--- src/rtl/hsc_pkg.sv ---
// Constants, register map and carrier types of the Hall
// signal-conditioning path.
// Assumes one 125 MHz clock and 32-bit AHB-Lite data.
package hsc_pkg;

	// ----------------------------------------------------------
	// Clock and update rates
	// ----------------------------------------------------------
	localparam int CLK_HZ      = 125000000;
	localparam int LPF_RATE_HZ = 16000;
	localparam int OUT_RATE_HZ = 256000;
	localparam int LPF_DIV     = CLK_HZ / LPF_RATE_HZ;
	localparam int OUT_DIV     = CLK_HZ / OUT_RATE_HZ;

	// ----------------------------------------------------------
	// Register byte offsets
	// ----------------------------------------------------------
	localparam logic [7:0] CTRL_OFS   = 8'h00;
	localparam logic [7:0] GAIN_OFS   = 8'h04;
	localparam logic [7:0] OFFS_OFS   = 8'h08;
	localparam logic [7:0] TZERO_OFS  = 8'h0c;
	localparam logic [7:0] TCLIN_OFS  = 8'h10;
	localparam logic [7:0] TCQUAD_OFS = 8'h14;
	localparam logic [7:0] STAT_OFS   = 8'h18;
	localparam logic [7:0] EGAIN_OFS  = 8'h1c;

	// ----------------------------------------------------------
	// Field positions
	// ----------------------------------------------------------
	localparam int CTRL_RANGE_LSB = 0;
	localparam int CTRL_LP_LSB    = 2;
	localparam int STAT_DAC_LSB   = 0;
	localparam int STAT_SPAN_LSB  = 16;

	// ----------------------------------------------------------
	// Codes and reset values
	// ----------------------------------------------------------
	localparam logic [1:0]  RANGE_50   = 2'h3;
	localparam logic [1:0]  RANGE_100  = 2'h1;
	localparam logic [1:0]  RANGE_200  = 2'h0;
	localparam logic [7:0]  SPAN_50    = 8'h32;
	localparam logic [7:0]  SPAN_100   = 8'h64;
	localparam logic [7:0]  SPAN_200   = 8'hc8;
	localparam logic [2:0]  LP_BYPASS  = 3'h7;
	localparam logic [14:0] CODE_ZERO  = 15'h4000;
	localparam int          GAIN_FRAC  = 12;
	localparam logic [11:0] DAC_MAX    = 12'hfff;
	localparam logic [1:0]  RANGE_RST  = RANGE_100;
	localparam logic [2:0]  LP_RST     = 3'h1;
	localparam logic [14:0] GAIN_RST   = 15'h5000;
	localparam logic [14:0] OFFS_RST   = 15'h4800;
	localparam logic [15:0] TZERO_RST  = 16'h0000;
	localparam logic [15:0] TC_RST     = 16'h0000;

	// ----------------------------------------------------------
	// Configuration carrier
	// ----------------------------------------------------------
	typedef struct packed {
		logic [1:0]         inputRange;
		logic [2:0]         lowpassSetting;
		logic [14:0]        gainCode;
		logic [14:0]        offsetCode;
		logic signed [15:0] tempZeroPoint;
		logic signed [15:0] linearTempCoeff;
		logic signed [15:0] quadraticTempCoeff;
	} hsc_cfg_t;

endpackage : hsc_pkg

--- src/rtl/hsc_conditioning.sv ---
// Hall signal-conditioning datapath with its AHB-Lite registers.
// Assumes the Hall and temperature converters deliver samples on
// this clock, and the output DAC takes a code on each strobe.
module hsc_conditioning
	import hsc_pkg::*;
#(
	parameter int HALL_W    = 16,
	parameter int TEMP_W    = 16,
	parameter int LPF_DIVN  = LPF_DIV,
	parameter int OUT_DIVN  = OUT_DIV,
	parameter int HALL_SH   = 4,
	parameter int INTERP_SH = 2
) (
	input  wire logic                     clk,
	input  wire logic                     sys_rst,
	input  wire logic                     hsel,
	input  wire logic [31:0]              haddr,
	input  wire logic [1:0]               htrans,
	input  wire logic                     hwrite,
	input  wire logic [2:0]               hsize,
	input  wire logic [31:0]              hwdata,
	input  wire logic                     hready,
	output logic                          hreadyout,
	output logic                          hresp,
	output logic [31:0]                   hrdata,
	input  wire logic                     hallValid,
	input  wire logic signed [HALL_W-1:0] hallData,
	input  wire logic                     tempValid,
	input  wire logic signed [TEMP_W-1:0] tempData,
	output logic [1:0]                    adcRange,
	output logic [11:0]                   dacCode,
	output logic                          dacStrobe
);

	// ----------------------------------------------------------
	// Declarations
	// ----------------------------------------------------------
	hsc_cfg_t             cfg_reg;
	logic                 wrPend_reg;
	logic [7:0]           wrAddr_reg;
	logic                 addrPhase;
	logic [31:0]          readMux;
	logic [12:0]          lpfCnt_reg;
	logic [9:0]           outCnt_reg;
	logic                 lpfTick_reg;
	logic                 outTick_reg;
	logic signed [HALL_W-1:0] hallLatch_reg;
	logic signed [TEMP_W-1:0] tempLatch_reg;
	logic signed [HALL_W-1:0] filtSample;
	logic                 filtValid;
	logic [3:0]           stageValid_reg;
	logic signed [16:0]   tempDiff_reg;
	logic signed [HALL_W-1:0] sampleS1_reg;
	logic signed [17:0]   linTerm_reg;
	logic signed [17:0]   sqTerm_reg;
	logic signed [HALL_W-1:0] sampleS2_reg;
	logic signed [19:0]   effGain_reg;
	logic signed [21:0]   offsetSum_reg;
	logic [11:0]          target_reg;
	logic signed [33:0]   linProd;
	logic signed [33:0]   sqProd;
	logic signed [34:0]   quadProd;
	logic signed [17:0]   quadTerm;
	logic signed [15:0]   gainBase;
	logic signed [15:0]   offsetBase;
	logic signed [HALL_W+19:0] gainProd;
	logic signed [21:0]   scaled;
	logic signed [12:0]   interpStep;

	// ----------------------------------------------------------
	// Helpers
	// ----------------------------------------------------------
	// Half-span in mT; undefined code 2 reads as the mid span.
	function automatic logic [7:0] rangeSpan(input logic [1:0] r);
		case (r)
			RANGE_50:  rangeSpan = SPAN_50;
			RANGE_200: rangeSpan = SPAN_200;
			default:   rangeSpan = SPAN_100;
		endcase
	endfunction : rangeSpan

	function automatic logic [11:0] limit12(input logic signed [21:0] v);
		if (v < 22'sd0) begin
			limit12 = 12'h000;
		end else if (v > $signed({10'h000, DAC_MAX})) begin
			limit12 = DAC_MAX;
		end else begin
			limit12 = v[11:0];
		end
	endfunction : limit12

	// ----------------------------------------------------------
	// AHB-Lite slave
	// ----------------------------------------------------------
	// Zero wait states: reads are sampled in the address phase, so
	// hrdata stands in the data phase right after it.
	assign addrPhase = hsel & htrans[1] & hready;

	always_comb begin
		readMux = 32'h0000_0000;
		case (haddr[7:0])
			CTRL_OFS: begin
				readMux[CTRL_RANGE_LSB +: 2] = cfg_reg.inputRange;
				readMux[CTRL_LP_LSB +: 3] = cfg_reg.lowpassSetting;
			end
			GAIN_OFS:   readMux[14:0] = cfg_reg.gainCode;
			OFFS_OFS:   readMux[14:0] = cfg_reg.offsetCode;
			TZERO_OFS:  readMux[15:0] = cfg_reg.tempZeroPoint;
			TCLIN_OFS:  readMux[15:0] = cfg_reg.linearTempCoeff;
			TCQUAD_OFS: readMux[15:0] = cfg_reg.quadraticTempCoeff;
			STAT_OFS: begin
				readMux[STAT_DAC_LSB +: 12] = dacCode;
				readMux[STAT_SPAN_LSB +: 8] =
					rangeSpan(cfg_reg.inputRange);
			end
			EGAIN_OFS:  readMux = 32'(effGain_reg);
			default:    readMux = 32'h0000_0000;
		endcase
	end

	always_ff @(posedge clk or posedge sys_rst) begin
		if (sys_rst) begin
			hreadyout <= 1'b1;
			hresp     <= 1'b0;
			hrdata    <= 32'h0000_0000;
		end else begin
			hreadyout <= 1'b1;
			hresp     <= 1'b0;
			if (addrPhase && !hwrite) begin
				hrdata <= readMux;
			end
		end
	end

	always_ff @(posedge clk or posedge sys_rst) begin
		if (sys_rst) begin
			wrPend_reg <= 1'b0;
			wrAddr_reg <= 8'h00;
		end else begin
			wrPend_reg <= addrPhase & hwrite;
			if (addrPhase) begin
				wrAddr_reg <= haddr[7:0];
			end
		end
	end

	// Writes land at the end of the data phase; other offsets,
	// including the read-only ones, ignore the data.
	always_ff @(posedge clk or posedge sys_rst) begin
		if (sys_rst) begin
			cfg_reg <= '{RANGE_RST, LP_RST, GAIN_RST, OFFS_RST, TZERO_RST,
				TC_RST, TC_RST};
		end else if (wrPend_reg) begin
			case (wrAddr_reg)
				CTRL_OFS: begin
					cfg_reg.inputRange <=
						hwdata[CTRL_RANGE_LSB +: 2];
					cfg_reg.lowpassSetting <=
						hwdata[CTRL_LP_LSB +: 3];
				end
				GAIN_OFS:   cfg_reg.gainCode <= hwdata[14:0];
				OFFS_OFS:   cfg_reg.offsetCode <= hwdata[14:0];
				TZERO_OFS:  cfg_reg.tempZeroPoint <= hwdata[15:0];
				TCLIN_OFS:  cfg_reg.linearTempCoeff <= hwdata[15:0];
				TCQUAD_OFS: begin
					cfg_reg.quadraticTempCoeff <= hwdata[15:0];
				end
				default: ;
			endcase
		end
	end

	// ----------------------------------------------------------
	// Converter range and sample capture
	// ----------------------------------------------------------
	// The range code goes straight to the Hall converter; no
	// lockout keeps software from changing it after calibration.
	always_ff @(posedge clk or posedge sys_rst) begin
		if (sys_rst) begin
			adcRange <= RANGE_RST;
		end else begin
			adcRange <= cfg_reg.inputRange;
		end
	end

	always_ff @(posedge clk or posedge sys_rst) begin
		if (sys_rst) begin
			hallLatch_reg <= '0;
			tempLatch_reg <= '0;
		end else begin
			if (hallValid) begin
				hallLatch_reg <= hallData;
			end
			if (tempValid) begin
				tempLatch_reg <= tempData;
			end
		end
	end

	// ----------------------------------------------------------
	// Rate dividers
	// ----------------------------------------------------------
	always_ff @(posedge clk or posedge sys_rst) begin
		if (sys_rst) begin
			lpfCnt_reg  <= 13'h0000;
			lpfTick_reg <= 1'b0;
		end else if (lpfCnt_reg == 13'(LPF_DIVN - 1)) begin
			lpfCnt_reg  <= 13'h0000;
			lpfTick_reg <= 1'b1;
		end else begin
			lpfCnt_reg  <= lpfCnt_reg + 13'h0001;
			lpfTick_reg <= 1'b0;
		end
	end

	always_ff @(posedge clk or posedge sys_rst) begin
		if (sys_rst) begin
			outCnt_reg  <= 10'h000;
			outTick_reg <= 1'b0;
		end else if (outCnt_reg == 10'(OUT_DIVN - 1)) begin
			outCnt_reg  <= 10'h000;
			outTick_reg <= 1'b1;
		end else begin
			outCnt_reg  <= outCnt_reg + 10'h001;
			outTick_reg <= 1'b0;
		end
	end

	// ----------------------------------------------------------
	// Input low-pass
	// ----------------------------------------------------------
	hsc_lowpass #(
		.W    (HALL_W),
		.FRAC (8)
	) u_lowpass (
		.clk       (clk),
		.sys_rst   (sys_rst),
		.tick      (lpfTick_reg),
		.setting   (cfg_reg.lowpassSetting),
		.sampleIn  (hallLatch_reg),
		.filtOut   (filtSample),
		.filtValid (filtValid)
	);

	// ----------------------------------------------------------
	// Temperature compensation and gain pipeline
	// ----------------------------------------------------------
	// The coefficients carry 12 fraction bits like the gain, and
	// the square is pre-scaled by 2^16 to keep the product narrow.
	assign linProd  = tempDiff_reg * cfg_reg.linearTempCoeff;
	assign sqProd   = tempDiff_reg * tempDiff_reg;
	assign quadProd = $signed({1'b0, sqTerm_reg})
	                * cfg_reg.quadraticTempCoeff;
	assign quadTerm = quadProd[29:12];
	assign gainBase = $signed({1'b0, cfg_reg.gainCode})
	                - $signed({1'b0, CODE_ZERO});
	assign offsetBase = $signed({1'b0, cfg_reg.offsetCode})
	                  - $signed({1'b0, CODE_ZERO});
	assign gainProd = sampleS2_reg * effGain_reg;
	assign scaled   = 22'(gainProd >>> (GAIN_FRAC + HALL_SH));

	always_ff @(posedge clk or posedge sys_rst) begin
		if (sys_rst) begin
			stageValid_reg <= 4'h0;
		end else begin
			stageValid_reg <= {stageValid_reg[2:0], filtValid};
		end
	end

	always_ff @(posedge clk or posedge sys_rst) begin
		if (sys_rst) begin
			tempDiff_reg <= '0;
			sampleS1_reg <= '0;
		end else if (filtValid) begin
			tempDiff_reg <= 17'(tempLatch_reg)
			              - 17'(cfg_reg.tempZeroPoint);
			sampleS1_reg <= filtSample;
		end
	end

	always_ff @(posedge clk or posedge sys_rst) begin
		if (sys_rst) begin
			linTerm_reg  <= '0;
			sqTerm_reg   <= '0;
			sampleS2_reg <= '0;
		end else if (stageValid_reg[0]) begin
			linTerm_reg  <= linProd[29:12];
			sqTerm_reg   <= sqProd[33:16];
			sampleS2_reg <= sampleS1_reg;
		end
	end

	// Coefficients are read live; a write mid-sample mixes old and
	// new terms for one 16 kHz update only.
	always_ff @(posedge clk or posedge sys_rst) begin
		if (sys_rst) begin
			effGain_reg  <= '0;
		end else if (stageValid_reg[1]) begin
			effGain_reg  <= 20'(gainBase) + 20'(linTerm_reg)
			              + 20'(quadTerm);
		end
	end

	always_ff @(posedge clk or posedge sys_rst) begin
		if (sys_rst) begin
			offsetSum_reg <= '0;
		end else if (stageValid_reg[2]) begin
			offsetSum_reg <= scaled + 22'(offsetBase);
		end
	end

	always_ff @(posedge clk or posedge sys_rst) begin
		if (sys_rst) begin
			target_reg <= 12'h000;
		end else if (stageValid_reg[3]) begin
			target_reg <= limit12(offsetSum_reg);
		end
	end

	// ----------------------------------------------------------
	// Output interpolation
	// ----------------------------------------------------------
	// Always on: with the input filter bypassed this one-pole
	// smoother is what bounds the output bandwidth.
	assign interpStep = ($signed({1'b0, target_reg})
	                  - $signed({1'b0, dacCode})) >>> INTERP_SH;

	always_ff @(posedge clk or posedge sys_rst) begin
		if (sys_rst) begin
			dacCode     <= 12'h000;
			dacStrobe   <= 1'b0;
		end else begin
			dacStrobe <= outTick_reg;
			if (outTick_reg) begin
				if (interpStep == 13'sd0) begin
					dacCode <= target_reg;
				end else begin
					dacCode <= 12'(13'(dacCode) + interpStep);
				end
			end
		end
	end

endmodule : hsc_conditioning

--- src/rtl/hsc_lowpass.sv ---
// First-order digital low-pass on the Hall sample stream.
// Assumes a one-cycle update enable from the owner's divider.
module hsc_lowpass
	import hsc_pkg::*;
#(
	parameter int W    = 16,
	parameter int FRAC = 8
) (
	input  wire logic                clk,
	input  wire logic                sys_rst,
	input  wire logic                tick,
	input  wire logic [2:0]          setting,
	input  wire logic signed [W-1:0] sampleIn,
	output logic signed [W-1:0]      filtOut,
	output logic                     filtValid
);

	// ----------------------------------------------------------
	// Accumulator
	// ----------------------------------------------------------
	// Extra fraction bits keep the slow settings from stalling more
	// than one LSB short of the input, so the DC error stays within one LSB.
	localparam int AW = W + FRAC + 1;

	logic signed [AW-1:0] acc_reg;
	logic signed [AW-1:0] target;
	logic signed [AW-1:0] step;
	logic [2:0]           shiftAmt;

	// Sign bit repeated so negative samples stay negative
	assign target = {sampleIn[W-1], sampleIn, {FRAC{1'b0}}};
	assign shiftAmt = 3'h7 - setting;
	assign step = (target - acc_reg) >>> shiftAmt;

	always_ff @(posedge clk or posedge sys_rst) begin
		if (sys_rst) begin
			acc_reg <= '0;
		end else if (tick) begin
			if (setting == LP_BYPASS) begin
				acc_reg <= target;
			end else begin
				acc_reg <= acc_reg + step;
			end
		end
	end

	always_ff @(posedge clk or posedge sys_rst) begin
		if (sys_rst) begin
			filtOut   <= '0;
			filtValid <= 1'b0;
		end else begin
			filtValid <= tick;
			if (tick) begin
				filtOut <= (setting == LP_BYPASS) ? sampleIn
				         : acc_reg[FRAC+W-1:FRAC];
			end
		end
	end

endmodule : hsc_lowpass

--- config.mk ---
export PLATFORM = sky130hd
export DESIGN_NAME = hsc_conditioning
export DESIGN_NICKNAME = d
export VERILOG_FILES = /design/src/rtl/hsc_pkg.sv /design/src/rtl/hsc_conditioning.sv /design/src/rtl/hsc_lowpass.sv
export SDC_FILE = /design/constraint.sdc
export NUM_CORES = 2
export LEC_CHECK = 0
export ABC_AREA = 1
export BUFFER_PORTS_ARGS = -buffer_cell sky130_fd_sc_hd__buf_4
export CAP_MARGIN = 0
export CORE_MARGIN = 5
export CORE_UTILIZATION = 60
export CTS_BUF_LIST = sky130_fd_sc_hd__clkbuf_4 sky130_fd_sc_hd__clkbuf_8
export CTS_CLUSTER_DIAMETER = 100
export DETAILED_ROUTE_END_ITERATION = 6
export GPL_ROUTABILITY_DRIVEN = 0
export GPL_TIMING_DRIVEN = 0
export PLACE_DENSITY = 0.77
export SLEW_MARGIN = 20
export SYNTH_ARGS = -nofsm -noshare
export SYNTH_HDL_FRONTEND = slang
export SYNTH_SLANG_ARGS = --single-unit
--- constraint.sdc ---
create_clock -name clk -period 21.9 [get_ports clk]
set_input_delay 3.285 -clock clk [delete_from_list [all_inputs] [get_ports clk]]
set_output_delay 3.285 -clock clk [all_outputs]
set_load 0.1 [all_outputs]
==> metrics.md <==
| Metric | Value |
|---|---|
| Status | `finished with violations` |
| Failing checks | `design-rule violations` |
| Final Cycle Share | `between 40% and 50%` |
| CP max FO | `10` |
| Pin count of the biggest net entering global routing | `about 110` |
| Post-DP Area | `approximately 68000 µm²` |
| Worst-margin pin slew | `~1.1 ns` |
| Final Cell Area | `about 69000 µm²` |
| Postcts setup bufs | `0` |
| Vias in the first global route | `~60000` |
| Initial antenna violation count | `12` |
| Cell depth of the worst flop-to-flop path | `30` |
| Core area | `107000 µm²` |
| Average cell area after synthesis | `roughly 7.7 µm²` |
| Reg power frac | `~31%` |
| Slew margin rel. | `about 24%` |
| Mapped Cells | `8466` |
| Hold_sp | `lpfTick_reg$_DFF_PP0_` |
| Leakage | `around 38 nW` |
| NetSw | `approximately 1.0 mW` |
| RSZ-0062 raised after global routing | `no` |
| DIE AREA | `about 110000 µm²` |
| Root Buffer | `clkbuf_8` |
| Reg-to-Reg Start | `effGain_reg[18]$_DFFE_PP0P_` |
| Max incr delay on CP | `between 0.9 and 1 ns` |
| Reg-to-Reg End | `offsetSum_reg[20]$_DFFE_PP0P_` |
| Inserted Clock Buffers | `between 60 and 70` |
| DR vias | `57600` |
| Post-synth ARST share | `100%` |
| Worst EP arrival | `9.80 ns` |
| Fmax | `about 0.11 GHz` |
| Highest-delay cell along the critical path | `o311ai_1` |
| Max clock buf depth | `3` |
| Global-route wire length before repair | `between 300000 and 400000 µm` |
| Fin. Hold Viols | `0` |
| Clock power share | `between 20% and 30%` |
| Synth top area cells | `fa_1 (33%), dfrtp_1 (14%), inv_1 (12%), nand2_1 (12%), ha_1 (9.0%)` |
| Most Frequent Cell on Critical Path | `nand2_1` |
| Tmin final | `between 9 and 10 ns` |
| Maximum VDD drop | `~0.048 mV` |
| Average vias per placed instance | `approximately 5.7` |
| Clock sink total | `between 300 and 400` |
| Total GRT Usage | `a little over a third` |
| Final Max Slew Viols | `0` |
| Clk_skew | `about 0.040 ns` |
| # IOs | `157` |
| TritonCTS clock tree | `done` |
| PostCTS Resize Cnt | `0` |
| Drt total wl | `about 200000 µm` |
| Worst Hold Depth | `0` |
| Critical path class | `flip-flop to flip-flop` |
| Routed wire per std cell | `20.2 µm` |
| HPWL after detailed placement | `~170000 µm` |
| Post-synth EDFFs | `0` |
| FF-to-FF setup slack | `between 10 and 15 ns` |
| Syn-to-layout area delta | `6.42%` |
| Number of nets in the layout | `approximately 10000` |
| Final antenna-violating net count | `0` |
| Worst Path Required | `between 20 and 25 ns` |
| Crit path buffers/inverters | `7` |
| #FFs+latches synth | `between 300 and 400` |
| GRT overflow | `0` |
| Post-route DRC | `12` |
| Max-cap violation count | `0` |
| Row Count | `120` |
| Net Sw Frac | `between 40% and 50%` |
| Top_reg_cell synth | `dfrtp_1` |
| Int Power | `approximately 1.4 mW` |
| Filler cells | `9263` |
| PortBufs | `approximately 110` |
| DR pass1 iterations | `7` |
| Clk_lat worst skew | `between 0.7 and 0.8 ns` |
| Hold Path End | `u_lowpass.filtValid$_DFF_PP0_` |
| Synth unique cells | `62` |
| Die W | `roughly 340 µm` |
| Largest register FFs | `between 80 and 90` |
| Die Y | `around 340 µm` |
| Sequential share of the synthesized area | `between 10% and 20%` |
| Setup TNS | `0 ns` |
| Worst Hold Class | `flip-flop to flip-flop` |
| Layout cells sized above 1 | `approximately 4.3%` |
| Syn Std Cell Area | `64800 µm²` |
| Cell family with most CP delay | `adder cells` |
| Final setup viols | `0` |
| Yosys top cell by area | `fa_1` |
| Worst setup SP type | `flip-flop` |
| Worst Setup End Kind | `flip-flop` |
| Hold buffer count at CTS | `0` |
| Initial Util | `about three fifths` |
| Pwr Density | `35.4 nW/µm²` |
| Syn nets | `between 10000 and 15000` |
| Combinational share of power | `just under 40%` |
| Share of the synthesized area in the top cell type | `about 33%` |
| Clock slew at reported path FFs | `approximately 0.070 ns` |
| DRT iter0 DRCs | `around 6000` |
| Synthesis Warnings | `0` |
| H-tree level count | `3` |
[Yosys cell counts (all sizes together), types with 10 or more instances]
| cell | instances |
|---|---|
| a211oi | 11 |
| a21o | 21 |
| a21oi | 282 |
| a221oi | 10 |
| a22oi | 13 |
| a31oi | 41 |
| buf | 61 |
| clkbuf | 267 |
| dfrtp | 365 |
| fa | 1081 |
| ha | 464 |
| inv | 2140 |
| mux2 | 25 |
| nand2 | 2125 |
| nand3 | 360 |
| nand3b | 18 |
| nand4 | 61 |
| nor2 | 369 |
| nor3 | 62 |
| nor4 | 17 |
| o211ai | 11 |
| o21ai | 380 |
| o21bai | 32 |
| o22ai | 27 |
| or2 | 40 |
| xnor2 | 50 |
| xor2 | 73 |
[power by group through the flow]
stage / Clock [mW] / Sequential (mW) / Combinational (mW)
2_1_floorplan: 0 / 0.778 / 0.645
3_3_place_gp: 0 / 0.765 / 0.904
3_5_place_dp: 0 / 0.766 / 0.921
4_1_cts: 0.728 / 0.754 / 0.927
5_1_grt: 0.756 / 0.757 / 1.05
6_report: 0.726 / 0.756 / 0.961
[metal layers]
layer / part of all wire [%] / GRT usage (%)
met1: 37 / 44.9
met2: 44 / 54.5
met3: 13 / 11.1
met4: 7.1 / 19.9
met5: 0.011 / 0
[stage by stage]
step                      worst slack [ns]  util, %  cells  hold slack [ns]  power [mW]
after floorplan                       8.30        -   8466            0.352        1.42
after global placement                4.12     62.9   9978            0.360        1.67
after detailed placement             13.06     63.0   9982            0.360        1.69
after CTS                            13.02     64.3  10100            0.366        2.41
after global routing                 12.27     64.3  10100            0.379        2.56
final                                12.64     64.4  10100            0.364        2.44
[worst max path at each step]
stage                                start                            end  slack, ns  cells after the start
2_1_floorplan                      sys_rst          adcRange[1]$_DFF_PP0_       8.30                      1
3_3_place_gp                       sys_rst        outCnt_reg[9]$_DFF_PP0_       4.12                      2
3_5_place_dp        cfg_reg[6]$_DFFE_PP0P_    effGain_reg[17]$_DFFE_PP0P_      13.06                     35
4_1_cts             cfg_reg[5]$_DFFE_PP0P_    effGain_reg[17]$_DFFE_PP0P_      13.02                     35
5_1_grt        sampleS2_reg[1]$_DFFE_PP0P_  offsetSum_reg[20]$_DFFE_PP0P_      12.27                     30
6_report       effGain_reg[18]$_DFFE_PP0P_  offsetSum_reg[20]$_DFFE_PP0P_      12.64                     30
[worst reg2reg max path: cells and delay by family (launching register included)]
family	cells	cell delay (ns)
AOI/OAI and AO/OA	4	1.38
DFF	1	0.32
and+or+nand+nor	11	2.05
adders and majority gates	8	3.91
buffers and inverters	7	1.44
[kinds of logic after synthesis]
| logic type | after synthesis | synth area share [%] |
|---|---|---|
| xor gates and xnor gates | 123 | 1.66 |
| AOI/OAI and AO/OA | 864 | 7.38 |
| DFF | 372 | 14.4 |
| other | 2 | 0.0116 |
| muxes | 27 | 0.465 |
| buffers and inverters | 2471 | 14.4 |
| adders and majority gates | 1545 | 42.3 |
| and+or+nand+nor | 3062 | 19.3 |
[placed cells by master (no fill, tap or decap), types with 21 or more instances in the layout]
cell type,synthesis,routed
xor2_1,73,73
clkbuf_8,0,80
buf_4,11,120
inv_1,2125,2124
buf_1,32,32
fa_1,1081,1081
o21ai_0,356,356
or2_2,38,38
clkbuf_1,267,267
mux2_2,25,25
ha_1,464,464
nand4_1,61,61
o22ai_1,27,27
a31oi_1,41,41
nor2_1,361,361
nand2_1,2113,2113
nand3_1,355,355
a21oi_1,282,282
dfrtp_1,365,365
nor3_1,58,58
a21o_1,21,21
o21ai_1,22,22
xnor2_1,50,50
o21bai_1,32,32
[area by class of cell]
class	instances	area, µm²	share of cell area, %
inverters	2143	8050	11.7
diodes	15	37.5	0.0544
flip-flops and latches	372	9320	13.5
plain buffers	328	1310	1.90
multi-input cells	5623	46200	66.9
repair buffers	113	928	1.35
clock inverters	24	235	0.341
well taps	1403	1760	2.54
clock buffers	93	1200	1.74
No activity file was read; power rests on OpenSTA's default activity.
